<file path="src/inc/adc_compute_defs.svh">
// Register offsets, field positions, reset values and limits of the post-conversion compute unit
`ifndef ADC_COMPUTE_DEFS_SVH
`define ADC_COMPUTE_DEFS_SVH
`define ACP_OFF_CTRL 8'h00
`define ACP_OFF_RPT 8'h04
`define ACP_OFF_ACC 8'h08
`define ACP_OFF_CNT 8'h0c
`define ACP_OFF_FILT 8'h10
`define ACP_OFF_STAT 8'h14
`define ACP_OFF_CLR 8'h18
`define ACP_OFF_EN 8'h1c
`define ACP_OFF_PREV 8'h20
`define ACP_CTRL_MODE_LSB 0
`define ACP_CTRL_DOUBLE_SAMPLE_EN_BIT 3
`define ACP_CTRL_SHIFT_LSB 4
`define ACP_CTRL_ACCUM_CLEAR_CTRL_BIT 8
`define ACP_CTRL_START_BIT 9
`define ACP_ST_DONE 0
`define ACP_ST_THR 1
`define ACP_ST_OVF 2
`define ACP_RST_RPT 8'h00
`define ACP_RST_SHIFT 3'h0
`define ACP_CNT_MAX 8'hff
`define ACP_ACC_MAX 20'h3ffff
`endif

</file>
<file path="src/inc/adc_compute_pkg.sv">
// Types shared by the post-conversion compute unit
package adc_compute_pkg;
	typedef enum logic [2:0] {
		MODE_BASIC = 3'h0,
		MODE_ACCUM = 3'h1,
		MODE_AVG = 3'h2,
		MODE_BURST = 3'h3,
		MODE_LPF = 3'h4
	} compute_mode_t;
	typedef enum logic [1:0] {
		PH_FIRST = 2'h1,
		PH_SECOND = 2'h2
	} phase_t;
	typedef struct packed {
		logic done;
		logic trigger;
		logic thrMet;
		logic [11:0] result;
	} conv_in_t;
	typedef struct packed {
		logic convStart;
		logic testDue;
		logic [17:0] filterOut;
	} core_req_t;
endpackage

</file>
<file path="src/core/adc_post_conversion_compute.sv">
// Post-conversion compute unit: accumulator, counter, filter and threshold scheduling
`timescale 1ns/1ps
`default_nettype none
`include "adc_compute_defs.svh"

// Notes on behaviour
// - Three-bit mode code picks one of five modes
// - Double sampling off: one conversion, on: pair
// - Basic: done flag each conversion, accumulator untouched
// - Accumulate: add, count saturating at 0xff, test
// - Average: test only once count reaches target
// - Average: start after target clears accumulator first
// - Burst: every start clears accumulator and count
// - Burst: retrigger below target, end at target
// - Low-pass: acc plus sample minus shifted acc
// - Low-pass: test from target onward, not cleared by a start
// - Cycle is one or two conversions, one update
// - Sample is result, or result minus previous
// - Filter output is shifted accumulator after update
// - 18-bit accumulator, overflow flag above 262143
// - Clear control empties accumulator and count, drops overflow flag, then self-clears
module adc_post_conversion_compute
	import adc_compute_pkg::*;
(
	input wire logic clk_sys,
	input wire logic reset_n,
	input wire logic clkEn,
	input wire logic [7:0] wb_adr_i,
	input wire logic [31:0] wb_dat_i,
	output logic [31:0] wb_dat_o,
	input wire logic wb_we_i,
	input wire logic [3:0] wb_sel_i,
	input wire logic wb_stb_i,
	input wire logic wb_cyc_i,
	output logic wb_ack_o,
	input wire conv_in_t convIn,
	output core_req_t coreReq,
	output logic irq
);

	// ----------------------------------------
	// Reset release
	// ----------------------------------------
	logic rstMeta_r;
	logic rstN_r;

	always_ff @(posedge clk_sys or negedge reset_n) begin
		if (!reset_n) begin
			rstMeta_r <= 1'b0;
			rstN_r <= 1'b0;
		end else begin
			rstMeta_r <= 1'b1;
			rstN_r <= rstMeta_r;
		end
	end

	// ----------------------------------------
	// Helpers
	// ----------------------------------------
	function automatic logic [31:0] laneMerge(input logic [31:0] oldVal,
			input logic [31:0] newVal, input logic [3:0] sel);
		logic [31:0] m;
		m = {{8{sel[3]}}, {8{sel[2]}}, {8{sel[1]}}, {8{sel[0]}}};
		return (oldVal & ~m) | (newVal & m);
	endfunction

	function automatic logic isAccMode(input compute_mode_t m);
		return (m == MODE_ACCUM) || (m == MODE_AVG) || (m == MODE_BURST) || (m == MODE_LPF);
	endfunction

	// ----------------------------------------
	// Register state
	// ----------------------------------------
	compute_mode_t mode_r;
	logic double_sample_en_r;
	logic [2:0] shift_r;
	logic accum_clear_ctrl_r;
	logic [7:0] rpt_r;
	logic [2:0] status_r;
	logic [2:0] irqEn_r;
	logic [17:0] acc_r;
	logic [7:0] cnt_r;
	logic [17:0] filter_r;
	logic [11:0] prev_r;
	phase_t phase_r;
	logic ack_r;
	logic [31:0] rdData_r;

	logic busReq;
	logic wrEn;
	logic wrCtrl;
	logic [31:0] ctrlWord;
	logic [31:0] ctrlNew;
	logic [31:0] rdMux;
	logic swStart;

	assign busReq = wb_cyc_i & wb_stb_i & ~ack_r;
	assign wrEn = busReq & wb_we_i & clkEn;
	assign wrCtrl = wrEn && (wb_adr_i == `ACP_OFF_CTRL);
	assign ctrlWord = {22'h0, 1'b0, accum_clear_ctrl_r, 1'b0, shift_r, double_sample_en_r, mode_r};
	assign ctrlNew = laneMerge(ctrlWord, wb_dat_i, wb_sel_i);
	assign swStart = wrCtrl & ctrlNew[`ACP_CTRL_START_BIT];

	// ----------------------------------------
	// Bus slave
	// ----------------------------------------
	always_comb begin
		case (wb_adr_i)
			`ACP_OFF_CTRL: rdMux = ctrlWord;
			`ACP_OFF_RPT: rdMux = {24'h0, rpt_r};
			`ACP_OFF_ACC: rdMux = {14'h0, acc_r};
			`ACP_OFF_CNT: rdMux = {24'h0, cnt_r};
			`ACP_OFF_FILT: rdMux = {14'h0, filter_r};
			`ACP_OFF_STAT: rdMux = {29'h0, status_r};
			`ACP_OFF_EN: rdMux = {29'h0, irqEn_r};
			`ACP_OFF_PREV: rdMux = {20'h0, prev_r};
			default: rdMux = 32'h0;
		endcase
	end

	// One wait state: every access, mapped or not, is acknowledged
	always_ff @(posedge clk_sys or negedge rstN_r) begin
		if (!rstN_r) begin
			ack_r <= 1'b0;
			rdData_r <= 32'h0;
		end else if (clkEn) begin
			ack_r <= busReq;
			if (busReq && !wb_we_i) begin
				rdData_r <= rdMux;
			end
		end
	end

	assign wb_ack_o = ack_r;
	assign wb_dat_o = rdData_r;

	always_ff @(posedge clk_sys or negedge rstN_r) begin
		if (!rstN_r) begin
			mode_r <= MODE_BASIC;
			double_sample_en_r <= 1'b0;
			shift_r <= `ACP_RST_SHIFT;
			rpt_r <= `ACP_RST_RPT;
			irqEn_r <= 3'h0;
		end else if (wrEn) begin
			if (wb_adr_i == `ACP_OFF_CTRL) begin
				mode_r <= compute_mode_t'(ctrlNew[`ACP_CTRL_MODE_LSB +: 3]);
				double_sample_en_r <= ctrlNew[`ACP_CTRL_DOUBLE_SAMPLE_EN_BIT];
				shift_r <= ctrlNew[`ACP_CTRL_SHIFT_LSB +: 3];
			end
			if (wb_adr_i == `ACP_OFF_RPT) begin
				rpt_r <= wb_sel_i[0] ? wb_dat_i[7:0] : rpt_r;
			end
			if (wb_adr_i == `ACP_OFF_EN) begin
				irqEn_r <= wb_sel_i[0] ? wb_dat_i[2:0] : irqEn_r;
			end
		end
	end

	// Software sets the clear, hardware drops it once the clear has been applied
	always_ff @(posedge clk_sys or negedge rstN_r) begin
		if (!rstN_r) begin
			accum_clear_ctrl_r <= 1'b0;
		end else if (clkEn) begin
			if (wrCtrl && ctrlNew[`ACP_CTRL_ACCUM_CLEAR_CTRL_BIT]) begin
				accum_clear_ctrl_r <= 1'b1;
			end else begin
				accum_clear_ctrl_r <= 1'b0;
			end
		end
	end

	// ----------------------------------------
	// Datapath
	// ----------------------------------------
	logic cycleDone;
	logic startEvt;
	logic startClr;
	logic signed [12:0] sampleVal;
	logic [17:0] accBase;
	logic [7:0] cntBase;
	logic [19:0] accExt;
	logic [19:0] sampExt;
	logic [19:0] sum;
	logic [7:0] cntNext;
	logic accumulate;
	logic ovfNow;
	logic testNxt;
	logic retrig;

	// A cycle closes on every conversion, or on the second of a pair
	assign cycleDone = convIn.done & (~double_sample_en_r | (phase_r == PH_SECOND));
	assign startEvt = swStart | convIn.trigger;
	assign sampleVal = double_sample_en_r ? ($signed({1'b0, convIn.result}) - $signed({1'b0, prev_r}))
		: $signed({1'b0, convIn.result});
	assign accumulate = cycleDone & isAccMode(mode_r);

	always_comb begin
		startClr = 1'b0;
		case (mode_r)
			MODE_AVG: startClr = startEvt && (cnt_r >= rpt_r);
			MODE_BURST: startClr = startEvt;
			default: startClr = 1'b0;
		endcase
	end

	assign accBase = startClr ? 18'h0 : acc_r;
	assign cntBase = startClr ? 8'h00 : cnt_r;
	assign accExt = {2'h0, accBase};
	assign sampExt = {{7{sampleVal[12]}}, sampleVal};
	// Low-pass leaks a shifted share of the accumulator each cycle
	assign sum = accExt + sampExt - ((mode_r == MODE_LPF) ? (accExt >> shift_r) : 20'h0);
	assign cntNext = (cntBase == `ACP_CNT_MAX) ? cntBase : cntBase + 8'h01;
	// Negative sums wrap and are flagged too; the flag is then the only trustworthy hint
	assign ovfNow = accumulate && !accum_clear_ctrl_r && (sum > `ACP_ACC_MAX);

	always_comb begin
		testNxt = 1'b0;
		retrig = 1'b0;
		case (mode_r)
			MODE_BASIC: testNxt = cycleDone;
			MODE_ACCUM: testNxt = cycleDone;
			MODE_AVG: testNxt = cycleDone && (cntNext >= rpt_r);
			MODE_BURST: begin
				testNxt = cycleDone && (cntNext >= rpt_r);
				retrig = cycleDone && (cntNext < rpt_r);
			end
			MODE_LPF: testNxt = cycleDone && (cntNext >= rpt_r);
			default: testNxt = cycleDone;
		endcase
	end

	always_ff @(posedge clk_sys or negedge rstN_r) begin
		if (!rstN_r) begin
			acc_r <= 18'h0;
			cnt_r <= 8'h00;
			filter_r <= 18'h0;
		end else if (clkEn) begin
			if (accum_clear_ctrl_r) begin
				acc_r <= 18'h0;
				cnt_r <= 8'h00;
			end else if (accumulate) begin
				acc_r <= sum[17:0];
				cnt_r <= cntNext;
				filter_r <= sum[17:0] >> shift_r;
			end else if (startClr) begin
				acc_r <= 18'h0;
				cnt_r <= 8'h00;
			end
		end
	end

	always_ff @(posedge clk_sys or negedge rstN_r) begin
		if (!rstN_r) begin
			prev_r <= 12'h0;
			phase_r <= PH_FIRST;
		end else if (clkEn) begin
			if (convIn.done) begin
				prev_r <= convIn.result;
				case (phase_r)
					PH_FIRST: phase_r <= double_sample_en_r ? PH_SECOND : PH_FIRST;
					PH_SECOND: phase_r <= PH_FIRST;
					default: phase_r <= PH_FIRST;
				endcase
			end else if (!double_sample_en_r) begin
				phase_r <= PH_FIRST;
			end
		end
	end

	always_ff @(posedge clk_sys or negedge rstN_r) begin
		if (!rstN_r) begin
			coreReq <= '0;
		end else if (clkEn) begin
			coreReq.convStart <= swStart | (retrig & ~accum_clear_ctrl_r);
			coreReq.testDue <= testNxt;
			coreReq.filterOut <= accum_clear_ctrl_r ? filter_r : accumulate ? (sum[17:0] >> shift_r) : filter_r;
		end
	end

	// ----------------------------------------
	// Status and interrupt
	// ----------------------------------------
	logic [2:0] setBits;
	logic [2:0] clrBits;

	assign setBits = {ovfNow, testNxt & (convIn.thrMet | ovfNow), convIn.done};
	assign clrBits = (wrEn && (wb_adr_i == `ACP_OFF_CLR) && wb_sel_i[0]) ? wb_dat_i[2:0] : 3'h0;

	// A new event beats a clear in the same cycle
	always_ff @(posedge clk_sys or negedge rstN_r) begin
		if (!rstN_r) begin
			status_r <= 3'h0;
		end else if (clkEn) begin
			status_r <= (status_r & ~clrBits & ~{accum_clear_ctrl_r, 2'b00}) | setBits;
		end
	end

	assign irq = |(status_r & irqEn_r);
endmodule // adc_post_conversion_compute
`default_nettype wire

</file>
<file path="config.mk">
export PLATFORM = sky130hd
export DESIGN_NAME = adc_post_conversion_compute
export DESIGN_NICKNAME = d
export VERILOG_FILES = /design/src/inc/adc_compute_pkg.sv /design/src/core/adc_post_conversion_compute.sv
export VERILOG_INCLUDE_DIRS = /design/src /design/src/inc
export SDC_FILE = /design/constraint.sdc
export NUM_CORES = 1
export LEC_CHECK = 0
export BUFFER_PORTS_ARGS = -buffer_cell sky130_fd_sc_hd__buf_2
export CORE_UTILIZATION = 64
export DETAILED_ROUTE_END_ITERATION = 8
export GPL_TIMING_DRIVEN = 0
export PLACE_DENSITY_LB_ADDON = 0.15
export SLEW_MARGIN = 10
export SYNTH_ARGS = -nofsm -noshare
export SYNTH_HDL_FRONTEND = slang
export SYNTH_SLANG_ARGS = --single-unit
export TNS_END_PERCENT = 10
</file>
<file path="constraint.sdc">
create_clock -name clk_sys -period 6.3 [get_ports clk_sys]
set_input_delay 1.26 -clock clk_sys [delete_from_list [all_inputs] [get_ports clk_sys]]
set_output_delay 1.26 -clock clk_sys [all_outputs]
set_load 0.01 [all_outputs]
</file>
* After elaboration in Yosys (flattened, before gate mapping)
Cells that the tools add are included.
** Operators by class
- Bitwise operators :: 26
- Shift operators :: 2
- $lt $le $gt $ge :: 4
- Muxes and demuxes :: 21
- Reductions and logical operators :: 25
- Eq/ne operators :: 16
- Add/sub/neg operators :: 4
** Operators with widths (count)
- case mux 18 bit (8 select lines) :: 1
- two-way mux 18 bit :: 5
- equality test 8 x 5 -> 1 bit, second input constant :: 4
- two-way mux 8 bit :: 4
- adder 19 x 13 -> 20 bit :: 1
- greater-than comparator 20 x 18 -> 1 bit, second input constant :: 1
- two-way mux 20 bit :: 1
- right shift 18 x 3 -> 20 bit :: 1
- subtractor 20 bit :: 1
- right shift 18 x 3 -> 18 bit :: 1
- equality test 8 x 4 -> 1 bit, second input constant :: 2
- greater-or-equal comparator 8 bit :: 2
- two-way mux 13 bit :: 1
- subtractor 12 x 12 -> 13 bit :: 1
- bitwise AND 10 bit :: 1
- bitwise AND 9 x 10 -> 10 bit :: 1
- logical AND 1 bit :: 10
- NOT 10 bit :: 1
- OR 10 bit :: 1
- bitwise AND 1 bit :: 9
- bitwise AND 3 bit :: 3
- AND reduction 3 bit :: 3
- adder 8 x 1 -> 8 bit, second input constant :: 1
- equality test 8 x 3 -> 1 bit, second input constant :: 1
- other kinds (22) :: 41
** Storage, ports and cells
- Flip-flop bits (word level) :: 117
- Output and inout port bits :: 54
- Bits of input ports :: 65

* Logic depth before layout (Yosys ltp)
Gate-level depths: netlist of run 1.
- Depth after elaboration :: 18
- Depth in mapped cells :: 25
- Mapped depth without buffers :: 24

* Least setup slack after synthesis of run 1
No wires, ideal clock.
- Path kind :: input-to-reg
- Start :: in convIn[0] in the netlist's numbering
- End :: reg coreReq[11] in the netlist's numbering
- Setup time :: 0.120 ns
- Slack :: 0.285 ns
- Data arrival time :: 5.895 ns
- Buffers on the path :: 0
- Stages on the path :: 22
- Path through :: inv_1 -> ha_1 -> inv_1 -> fa_1 -> a21o_1 -> a21oi_1 -> o21bai_1 -> a21oi_1 -> o21bai_1 -> a221o_1 -> a21oi_1 -> a22o_1 -> fa_1 -> ha_1 -> o21ai_0 -> a2111oi_0 -> a2111oi_0 -> o211ai_1 -> a21oi_1 -> a32o_1 -> o31ai_1 -> a31o_2
** Between the ends
- Cells in the longest elaborated chain, start to end :: 7
** Ends and longest elaborated chain
- start: declaration :: RTL line adc_post_conversion_compute.sv:36 : input wire conv_in_t convIn,
- subtractor 12 x 12 -> 13 bit :: RTL line adc_post_conversion_compute.sv:193 : assign sampleVal = double_sample_en_r ? ($signed({1'b0, convIn.result}) - $signed({1'b0, prev_r}))
- two-way mux 13 bit (*) :: RTL line adc_post_conversion_compute.sv:193
- adder 19 x 13 -> 20 bit (*) :: RTL line adc_post_conversion_compute.sv:211 : assign sum = accExt + sampExt - ((mode_r == MODE_LPF) ? (accExt >> shift_r) : 20'h0);
- subtractor 20 bit (*) :: RTL line adc_post_conversion_compute.sv:211
- right shift 18 x 3 -> 18 bit (*) :: RTL line adc_post_conversion_compute.sv:276 : coreReq.filterOut <= accum_clear_ctrl_r ? filter_r : accumulate ? (sum[17:0] >> shift_r) : filter_r;
- two-way mux 18 bit (*)
- two-way mux 18 bit (*) :: RTL line adc_post_conversion_compute.sv:276
- end: declaration :: RTL line adc_post_conversion_compute.sv:37 : output core_req_t coreReq,
Mark *: on every way between the ends. The rest lies on a longest branch, timed or not. The select of a mux whose other input is x is not followed.
A chain may end at the register's enable or synchronous reset.

* Worst setup path in the final report of run 1
Ends and elaborated chain as after synthesis.

==> results list, run 1 <==
- Result of the run: finished clean
- CP Data Required Time: 6.55 ns
- Detailed-route wire length per cell: 21.4 microns
* Number of distinct library cells after synthesis: 84
- TritonCTS clock tree: yes
* Post-synthesis async set-or-reset flop share: 100%
- In this run the worst hold path is classified as register to asynchronous set/reset pin.
- Sequential fraction of the synthesis area: 29.7%
* Max Clock Skew: 0.0137 ns
- Vias per cell: 6.64
* Inserted Clock Buffers: 9
* Area fraction in compound gates after synthesis: 24.0%
- Count of nets after finishing: 1233
* Post-Synth Simple-Gate Area: 17.3%
* Final count of pins violating max slew: 0
* Xor-xnor portion of the synthesized cell area: 2.42%
- For the pin with the worst max-slew slack, the measured transition is 1.08 ns.
- Static leakage: 0.00442 uW
* Max Fanout on Critical Path: 7
* Commonest cells after routing, fill and taps aside: 101 x sky130_fd_sc_hd__dfrtp_1, 90 x sky130_fd_sc_hd__nor2_1, 89 x sky130_fd_sc_hd__nand2_1, 84 x sky130_fd_sc_hd__buf_2, 56 x sky130_fd_sc_hd__o21ai_0
- Max-capacitance violation count: 0
- Cells with a size suffix above 1 make up 18.9% of the layout.
- Initial DRT Pass Iterations: 6
- Across every metal layer, demand over resource in global routing totals 40.4%.
- Per-instance average area after synthesis: 8.75 sq um
* Library cell used as clock root buffer: sky130_fd_sc_hd__clkbuf_16
- Critical-path cell with the highest stage delay: sky130_fd_sc_hd__fa_1
- # diodes: 0
* CP arrival: 6.48 ns
- The die is 118 microns tall.
- The clock net in this run drives a total of 103 sinks.
* Period minus WS final: 6.23 ns
- Total number of vias: 8510
- Once the floorplan was initialized, standard cells occupied 65.5% of the core.
- The H-tree was split into 3 levels.
- Final-layout fill cell count: 1025
- Setup violations remaining at the end of the flow were counted as 0.
* Post-detailed-routing wire length: 27500 microns
* Commonest non-fill, non-tap cell in the layout: sky130_fd_sc_hd__dfrtp_1
- For this design the ratio of total power to cell area is 217 nW/um^2.
- In this run, the number of DRC markers left after iteration 0 of detailed routing was 1076.
- Measured along the x axis, the die boundary spans 118 microns.
- In this run the core area contains 42 standard-cell rows.
- The area growth from synthesis to layout is 13.8%.
- EDFF count, synth: 0
- At the end of routability-driven placement, the weighted congestion stood at 1.02.
- In this run the deepest clock path goes through 2 buffers.
- Ranked by total cell area, the synthesized netlist is headed by sky130_fd_sc_hd__dfrtp_1 29%, sky130_fd_sc_hd__ha_1 7.1%, sky130_fd_sc_hd__fa_1 4.4%.
- Pin placement for this block handled 119 I/O pins.
- Final period utilization: 99.0%
* Final routed DRC violation total: 0
- Post-synthesis instance area: 8670 sq um
* Critical path startpoint category: primary input
- The largest single stage delay on the critical path is 0.52 ns.
- After synthesis, the largest family of logic cells by area is compound AO/OA/AOI/OAI gates.
- Across the VDD grid, the largest voltage drop is 0.152 mV.
* Number of cells produced by synthesis: 991
* Worst setup path class: primary input to register
* Number of buffers and inverters on the critical path: 3
* Synth top area share: 29.4%
* Final core utilization: 74.5%
* First-pass GRT wire length: 43900 microns
- Detailed placement ended at an HPWL of 20800 microns.
- Area of the placeable core: 13200 sq um
- Headroom to the max-slew limit came out at 27.6%.
- Fin Setup TNS: 0 ns
- The number of hold buffers added after CTS was 0.
- The Yosys step of the flow raised 0 warnings.
- Entering global routing, the biggest net connects 63 pins.
* Type of destination of the critical path: register
- Primary FF master, synth: sky130_fd_sc_hd__dfrtp_1
- Remaining antenna violation count: 0
* Via count of the first global-routing pass: 8045
- The initial antenna violation count is 0.
- Traced cell by cell, the critical path runs through buf_2 > inv_1 > ha_1 > inv_1 > fa_1 > a21o_1 > a21oi_2 > o21bai_1 > a21oi_2 > o21bai_1 > a221o_1 > o311ai_2 > fa_1 > ha_2 > a211o_1 > a221o_1 > a21oi_4 > nor2_1 > o41a_1 > nand2_1 > o22ai_1 > a31o_2.
- Timing would allow up to 160 MHz.
- On the critical path the largest part of the delay comes from compound AO/OA/AOI/OAI gates.
* Clock latency on the worst-skew pair: 0.36 ns
- The die covers 14000 sq um.
- The synthesized netlist devotes 11.5% of its cell area to adder and majority cells.
- FF+latch count, synth: 103
- The biggest area contributor in the post-synthesis netlist is sky130_fd_sc_hd__dfrtp_1.
- During placement, the flow inserted port buffers numbering 80.
- Fin. Hold Viols: 0
* CTS clk-pin slew, worst paths: 0.08 ns
* Mux share of post-synthesis cell area: 9.00%
- Global route overflow: 0
## Yosys cell counts, types with 11 or more instances
cell / n
sky130_fd_sc_hd__nand3_1: 23
sky130_fd_sc_hd__mux2_2: 32
sky130_fd_sc_hd__a21o_1: 18
sky130_fd_sc_hd__inv_1: 50
sky130_fd_sc_hd__a22o_1: 16
sky130_fd_sc_hd__nor2_1: 91
sky130_fd_sc_hd__and2_1: 20
sky130_fd_sc_hd__fa_1: 19
sky130_fd_sc_hd__a31oi_1: 20
sky130_fd_sc_hd__nand2_1: 89
sky130_fd_sc_hd__a22oi_1: 19
sky130_fd_sc_hd__xnor2_1: 18
sky130_fd_sc_hd__ha_1: 49
sky130_fd_sc_hd__mux2i_1: 24
sky130_fd_sc_hd__nand2b_1: 11
sky130_fd_sc_hd__a21oi_1: 59
sky130_fd_sc_hd__buf_4: 15
sky130_fd_sc_hd__clkbuf_1: 35
sky130_fd_sc_hd__o21ai_0: 58
sky130_fd_sc_hd__o22ai_1: 11
sky130_fd_sc_hd__nor3_1: 22
sky130_fd_sc_hd__dfrtp_1: 102
## worst paths after layout
| check | startpoint | endpoint | slack [ns] | depth (start not counted) |
|---|---|---|---|---|
| worst min-delay path | rstN_r | coreReq[19] | 0.32 | 0 |
| worst max-delay path | convIn[0] | coreReq[11] | 0.07 | 22 |
| max in group asynchronous | rstN_r | phase_r[0] | 5.25 | 1 |
| worst max register to register | register | coreReq[1] | 0.40 | 16 |
| min in group clk_sys | rstMeta_r | rstN_r | 0.38 | 0 |
| worst min register to register | rstN_r | coreReq[19] | 0.32 | 0 |
## registers in the layout, summed over array words and instances, names as in the netlist, named ones only
signal	count
coreReq	20
acc_r	18
wb_dat_o	18
prev_r	12
cnt_r	8
rpt_r	8
irqEn_r	3
status_r	3
phase_r	2
accum_clear_ctrl_r	1
rstMeta_r	1
rstN_r	1
wb_ack_o	1
## final cells by class
| class | count | area [sq um] | area share (%) |
|---|---|---|---|
| timing repair buffer | 86 | 465 | 4.71 |
| tap | 176 | 220 | 2.23 |
| inverter | 51 | 191 | 1.94 |
| buffer | 63 | 323 | 3.27 |
| clock inverter | 6 | 87.6 | 0.887 |
| sequential | 103 | 2580 | 26.2 |
| clock buffer | 10 | 239 | 2.42 |
| multi-input combinational | 786 | 5760 | 58.4 |
## layer usage
metal  routed length (microns)  track usage (%)  up-vias
li1                          -                -     3859
met1                     11000             53.5     4063
met2                     12600             64.4      499
met3                      2810             9.27       89
met4                      1080             15.7        0
met5                         0                0        -
## worst reg2reg max path, cell delays in order (launching register included)
cell and delay (ns):
sky130_fd_sc_hd__dfrtp_1 0.41, sky130_fd_sc_hd__clkbuf_1 0.27, sky130_fd_sc_hd__buf_2 0.31, sky130_fd_sc_hd__buf_1 0.48
sky130_fd_sc_hd__buf_1 0.65, sky130_fd_sc_hd__mux2i_1 0.27, sky130_fd_sc_hd__o22ai_1 0.12, sky130_fd_sc_hd__o21ai_0 0.28
sky130_fd_sc_hd__fa_1 0.49, sky130_fd_sc_hd__ha_1 0.32, sky130_fd_sc_hd__a211oi_1 0.35, sky130_fd_sc_hd__o21bai_1 0.23
sky130_fd_sc_hd__a21oi_1 0.31, sky130_fd_sc_hd__xor2_1 0.21, sky130_fd_sc_hd__mux4_2 0.53, sky130_fd_sc_hd__o211ai_1 0.42
sky130_fd_sc_hd__o21a_1 0.18
## stage by stage
stage          instances  setup WS, ns  total power, uW  cell area, sq um  hold WS (ns)
5_1_grt             1281      -0.00153             2240              9870         0.373
3_5_place_dp        1261        -0.805             1470              9370         0.327
2_1_floorplan       1004         0.285             1260              8720         0.331
4_1_cts             1278       0.00779             2100              9780         0.336
3_3_place_gp        1260        -0.834             1450              9340         0.340
6_report            1281        0.0652             2150              9870         0.316
## where the power goes
part           internal, uW  switching [uW]  total [uW]
logic                   318             437         755
clock network           331             282         614
registers               715            62.6         778
## cell families (layout without fill, tap and decap cells)
| family | count (synthesis) | count (layout) |
|---|---|---|
| AOI/OAI and AO/OA | 303 | 303 |
| DFF | 103 | 103 |
| xor gates and xnor gates | 24 | 24 |
| muxes | 64 | 64 |
| buffers and inverters | 115 | 216 |
| other | 2 | 15 |
| and+or+nand+nor | 312 | 312 |
| adders and majority gates | 68 | 68 |
## what timing repair did
| item | CTS | global route |
|---|---|---|
| resized for setup | 14 | 22 |
| setup endpoints to repair | 18 | 17 |
| buffers inserted | 2 | 3 |
| pin swaps | 6 | 10 |
(Power assumes the default switching activity.)
==> run 2, diff against run 1 <==
--- a/config.mk
+++ b/config.mk
@@ -11,7 +11,6 @@
 export DETAILED_ROUTE_END_ITERATION = 8
 export GPL_TIMING_DRIVEN = 0
 export PLACE_DENSITY_LB_ADDON = 0.15
-export SLEW_MARGIN = 10
 export SYNTH_ARGS = -nofsm -noshare
 export SYNTH_HDL_FRONTEND = slang
 export SYNTH_SLANG_ARGS = --single-unit
==> constraint.sdc (replaced) <==
create_clock -name clk_sys -period 7.2 [get_ports clk_sys]
set_input_delay 1.44 -clock clk_sys [delete_from_list [all_inputs] [get_ports clk_sys]]
set_output_delay 1.44 -clock clk_sys [all_outputs]
set_load 0.01 [all_outputs]
==> run 2 against run 1 <==
Critical endpoint is now coreReq[13]. Largest power group unchanged. Total power fell by 14%. Global-route usage fell by 0.39 points. Critical path depth stayed put. Setup slack gained 0.24 ns. Combinational power decreased by 18%. Final cell count decreased by 0.31%. Largest cell class unchanged.
==> results list, run 2 (synthesis gave the netlist of run 1 again) <==
* Floorplan die width: 118 microns
- Detailed router's first-iteration violation count: 1002
- IR analysis of the VDD net gives a maximum drop of 0.133 mV.
- Area growth from synthesis to layout: 11.9%
- The clock reaches the later pin of the worst-skew pair after 0.36 ns.
* Internal power component: 1170 uW
- Initial DRT Pass Iterations: 8
- For this run the aggregate overflow at the end of global routing stands at 0.
* Static leakage: 0.00433 uW
- The net count of the finished layout is 1229.
- The initial antenna violation count was 0.
- The floorplan has 42 rows.
- Leaving out fill and tap cells, the most frequent cell in the layout is sky130_fd_sc_hd__dfrtp_1.
- The count of cells in the finished layout, fillers not included, comes to 1277.
- Summing over every cut layer, the via total after detailed routing is 8489.
* Placed Instances: 1261
- Fin. Hold Viols: 0
- The worst hold path belongs to the class register to asynchronous set/reset pin.
- Aggregate global-route resource usage: 40.0%
- After routing the design area is 9700 sq um.
* Maximum number of pins on one net before global-route repair: 64
- Number of setup violations in the final report: 0
- Max Fanout on Critical Path: 7
- Of the cells placed in the final design, the portion with a size suffix greater than 1 is 16.5%.
* Transition time at the pin with the least slew margin: 1.06 ns
- The run finished with clean final reports.
- The floorplan step set the die height to 118 microns.
* Max FFs per register: 20
* Max-Slew Margin vs Limit: 28.5%
- Setup repair after global routing left no endpoint under its margin.
- Area of the placeable core: 13200 sq um
- Before CTS, the worst setup slack after placement is -0.0851 ns.
- Vias per cell: 6.65
- CTS built an H-tree with a depth of 3.
* Clock Tree Buf Depth: 2
- The top cell types in the final layout, fill and taps aside, are 101 x sky130_fd_sc_hd__dfrtp_1, 91 x sky130_fd_sc_hd__nor2_1, 89 x sky130_fd_sc_hd__nand2_1, 84 x sky130_fd_sc_hd__buf_2, 59 x sky130_fd_sc_hd__a21oi_1.
- After detailed placement, the total cell area comes to 9370 sq um.
- Sequential power share: 37.0%
- TritonCTS clock tree: yes
* CTS clk-pin slew, worst paths: 0.08 ns
* CP Data Required Time: 7.51 ns
- Power per Cell Area: 190 nW/um^2
- Ranked by flip-flop count, first place goes to coreReq.
* Die area: 14000 sq um
- The count of buffers added on input and output ports is 80.
- The root buffer cell chosen for the clock tree is sky130_fd_sc_hd__clkbuf_16.
- Final period utilization: 95.7%
- The worst setup path is captured at a register.
* Gates resized, CTS repair: 0
* Detailed-route wire length per cell: 21.2 microns
* Final-layout fill cell count: 1064
* Final count of pins violating max slew: 0
- At the end of routability-driven placement, the weighted congestion stood at 1.02.
- For this block, the routed nets add up to 27100 microns of wire.
- Power spent charging and discharging nets: 668 uW
- Combinational power share: 33.6%
* Number of hold buffers added after cts: 0
- Starting utilization of the core area: 65.5%
* Half-perimeter wire length of the detailed placement result: 20800 microns
- # diodes: 0
- Cells fill 73.3% of the core in the end.
- The clock network burns 29.4% of the power.
- CP arrival: 7.20 ns
- The worst path meets setup with 0.310 ns of slack.
* Highest clock rate: 145 MHz
- For this run, design rule violations remaining after detail routing come to 0.
- Worst setup path class: primary input to register
- The first global-routing pass estimated 43500 microns of wire.
* Max Clock Skew: 0.0136 ns
- Number of top-level design ports: 119
* Inserted Clock Buffers: 9
- Net switching is 36.4% of the power.
- The worst setup path is launched from a primary input.
- Sink Count: 103
* Remaining antenna violation count: 0
* Max-capacitance violation count: 0
- The design draws 1840 uW.
- Via count of the first global-routing pass: 7977
- Buffers added to address setup during post-CTS repair amount to 0.
* Period minus WS final: 6.89 ns
==> run 2: path summary, 6_finish.rpt <==
kind	startpoint	end	slack (ns)	cells past startpoint
min reg2reg	rstN_r	coreReq[19]	0.31	0
max	convIn[0]	coreReq[13]	0.31	22
max in group asynchronous	rstN_r	phase_r[0]	6.16	1
min in group clk_sys	rstMeta_r	rstN_r	0.38	0
max reg2reg	register	coreReq[9]	1.07	18
min	rstN_r	coreReq[19]	0.31	0
==> run 2: metal layers <==
metal | wire (microns) | up-vias | GRT usage, % | part of all wire, %
met3 | 2690 | 88 | 8.83 | 9.9
met1 | 10800 | 4047 | 53.2 | 40
li1 | - | 3842 | - | -
met4 | 1130 | 0 | 16.1 | 4.2
met2 | 12400 | 512 | 63.6 | 46
met5 | 0 | - | 0 | 0
==> run 2: cell type report <==
class	instances	area, sq um	area share [%]
Clock buffer	10	239	2.46
Multi-Input combinational cell	786	5630	58.0
Clock inverter	6	87.6	0.903
Inverter	51	191	1.97
Sequential cell	103	2580	26.6
Tap cell	176	220	2.27
Buffer	64	324	3.34
Timing Repair Buffer	81	428	4.41
==> run 2: metrics by stage <==
stage          setup TNS, ns  hold slack [ns]
5_1_grt                    0            0.367
4_1_cts                    0            0.331
3_5_place_dp          -0.116            0.322
2_1_floorplan              0            0.331
3_3_place_gp          -0.124            0.340
6_report                   0            0.310
==> run 2: worst max-delay path, stage by stage <==
cell and delay [ns]:
sky130_fd_sc_hd__buf_2 0.11, sky130_fd_sc_hd__inv_1 0.06, sky130_fd_sc_hd__ha_1 0.17, sky130_fd_sc_hd__inv_1 0.05, sky130_fd_sc_hd__fa_1 0.40, sky130_fd_sc_hd__a21o_1 0.17, sky130_fd_sc_hd__a21oi_1 0.22, sky130_fd_sc_hd__o21bai_1 0.09
sky130_fd_sc_hd__a21oi_1 0.24, sky130_fd_sc_hd__o21bai_1 0.12, sky130_fd_sc_hd__a221o_1 0.37, sky130_fd_sc_hd__o311ai_0 0.56, sky130_fd_sc_hd__fa_1 0.55, sky130_fd_sc_hd__ha_1 0.41, sky130_fd_sc_hd__a211o_1 0.29, sky130_fd_sc_hd__a221o_1 0.30
sky130_fd_sc_hd__a21oi_2 0.25, sky130_fd_sc_hd__nor4b_1 0.10, sky130_fd_sc_hd__a311oi_1 0.53, sky130_fd_sc_hd__nand2_1 0.22, sky130_fd_sc_hd__o311ai_1 0.30, sky130_fd_sc_hd__o221a_2 0.23
==> run 2: power groups by stage <==
stage          registers (uW)  clock network [uW]  logic [uW]
3_5_place_dp              689                   0         596
3_3_place_gp              694                   0         574
4_1_cts                   678                 539         602
2_1_floorplan             688                   0         412
5_1_grt                   685                 561         674
6_report                  681                 541         617
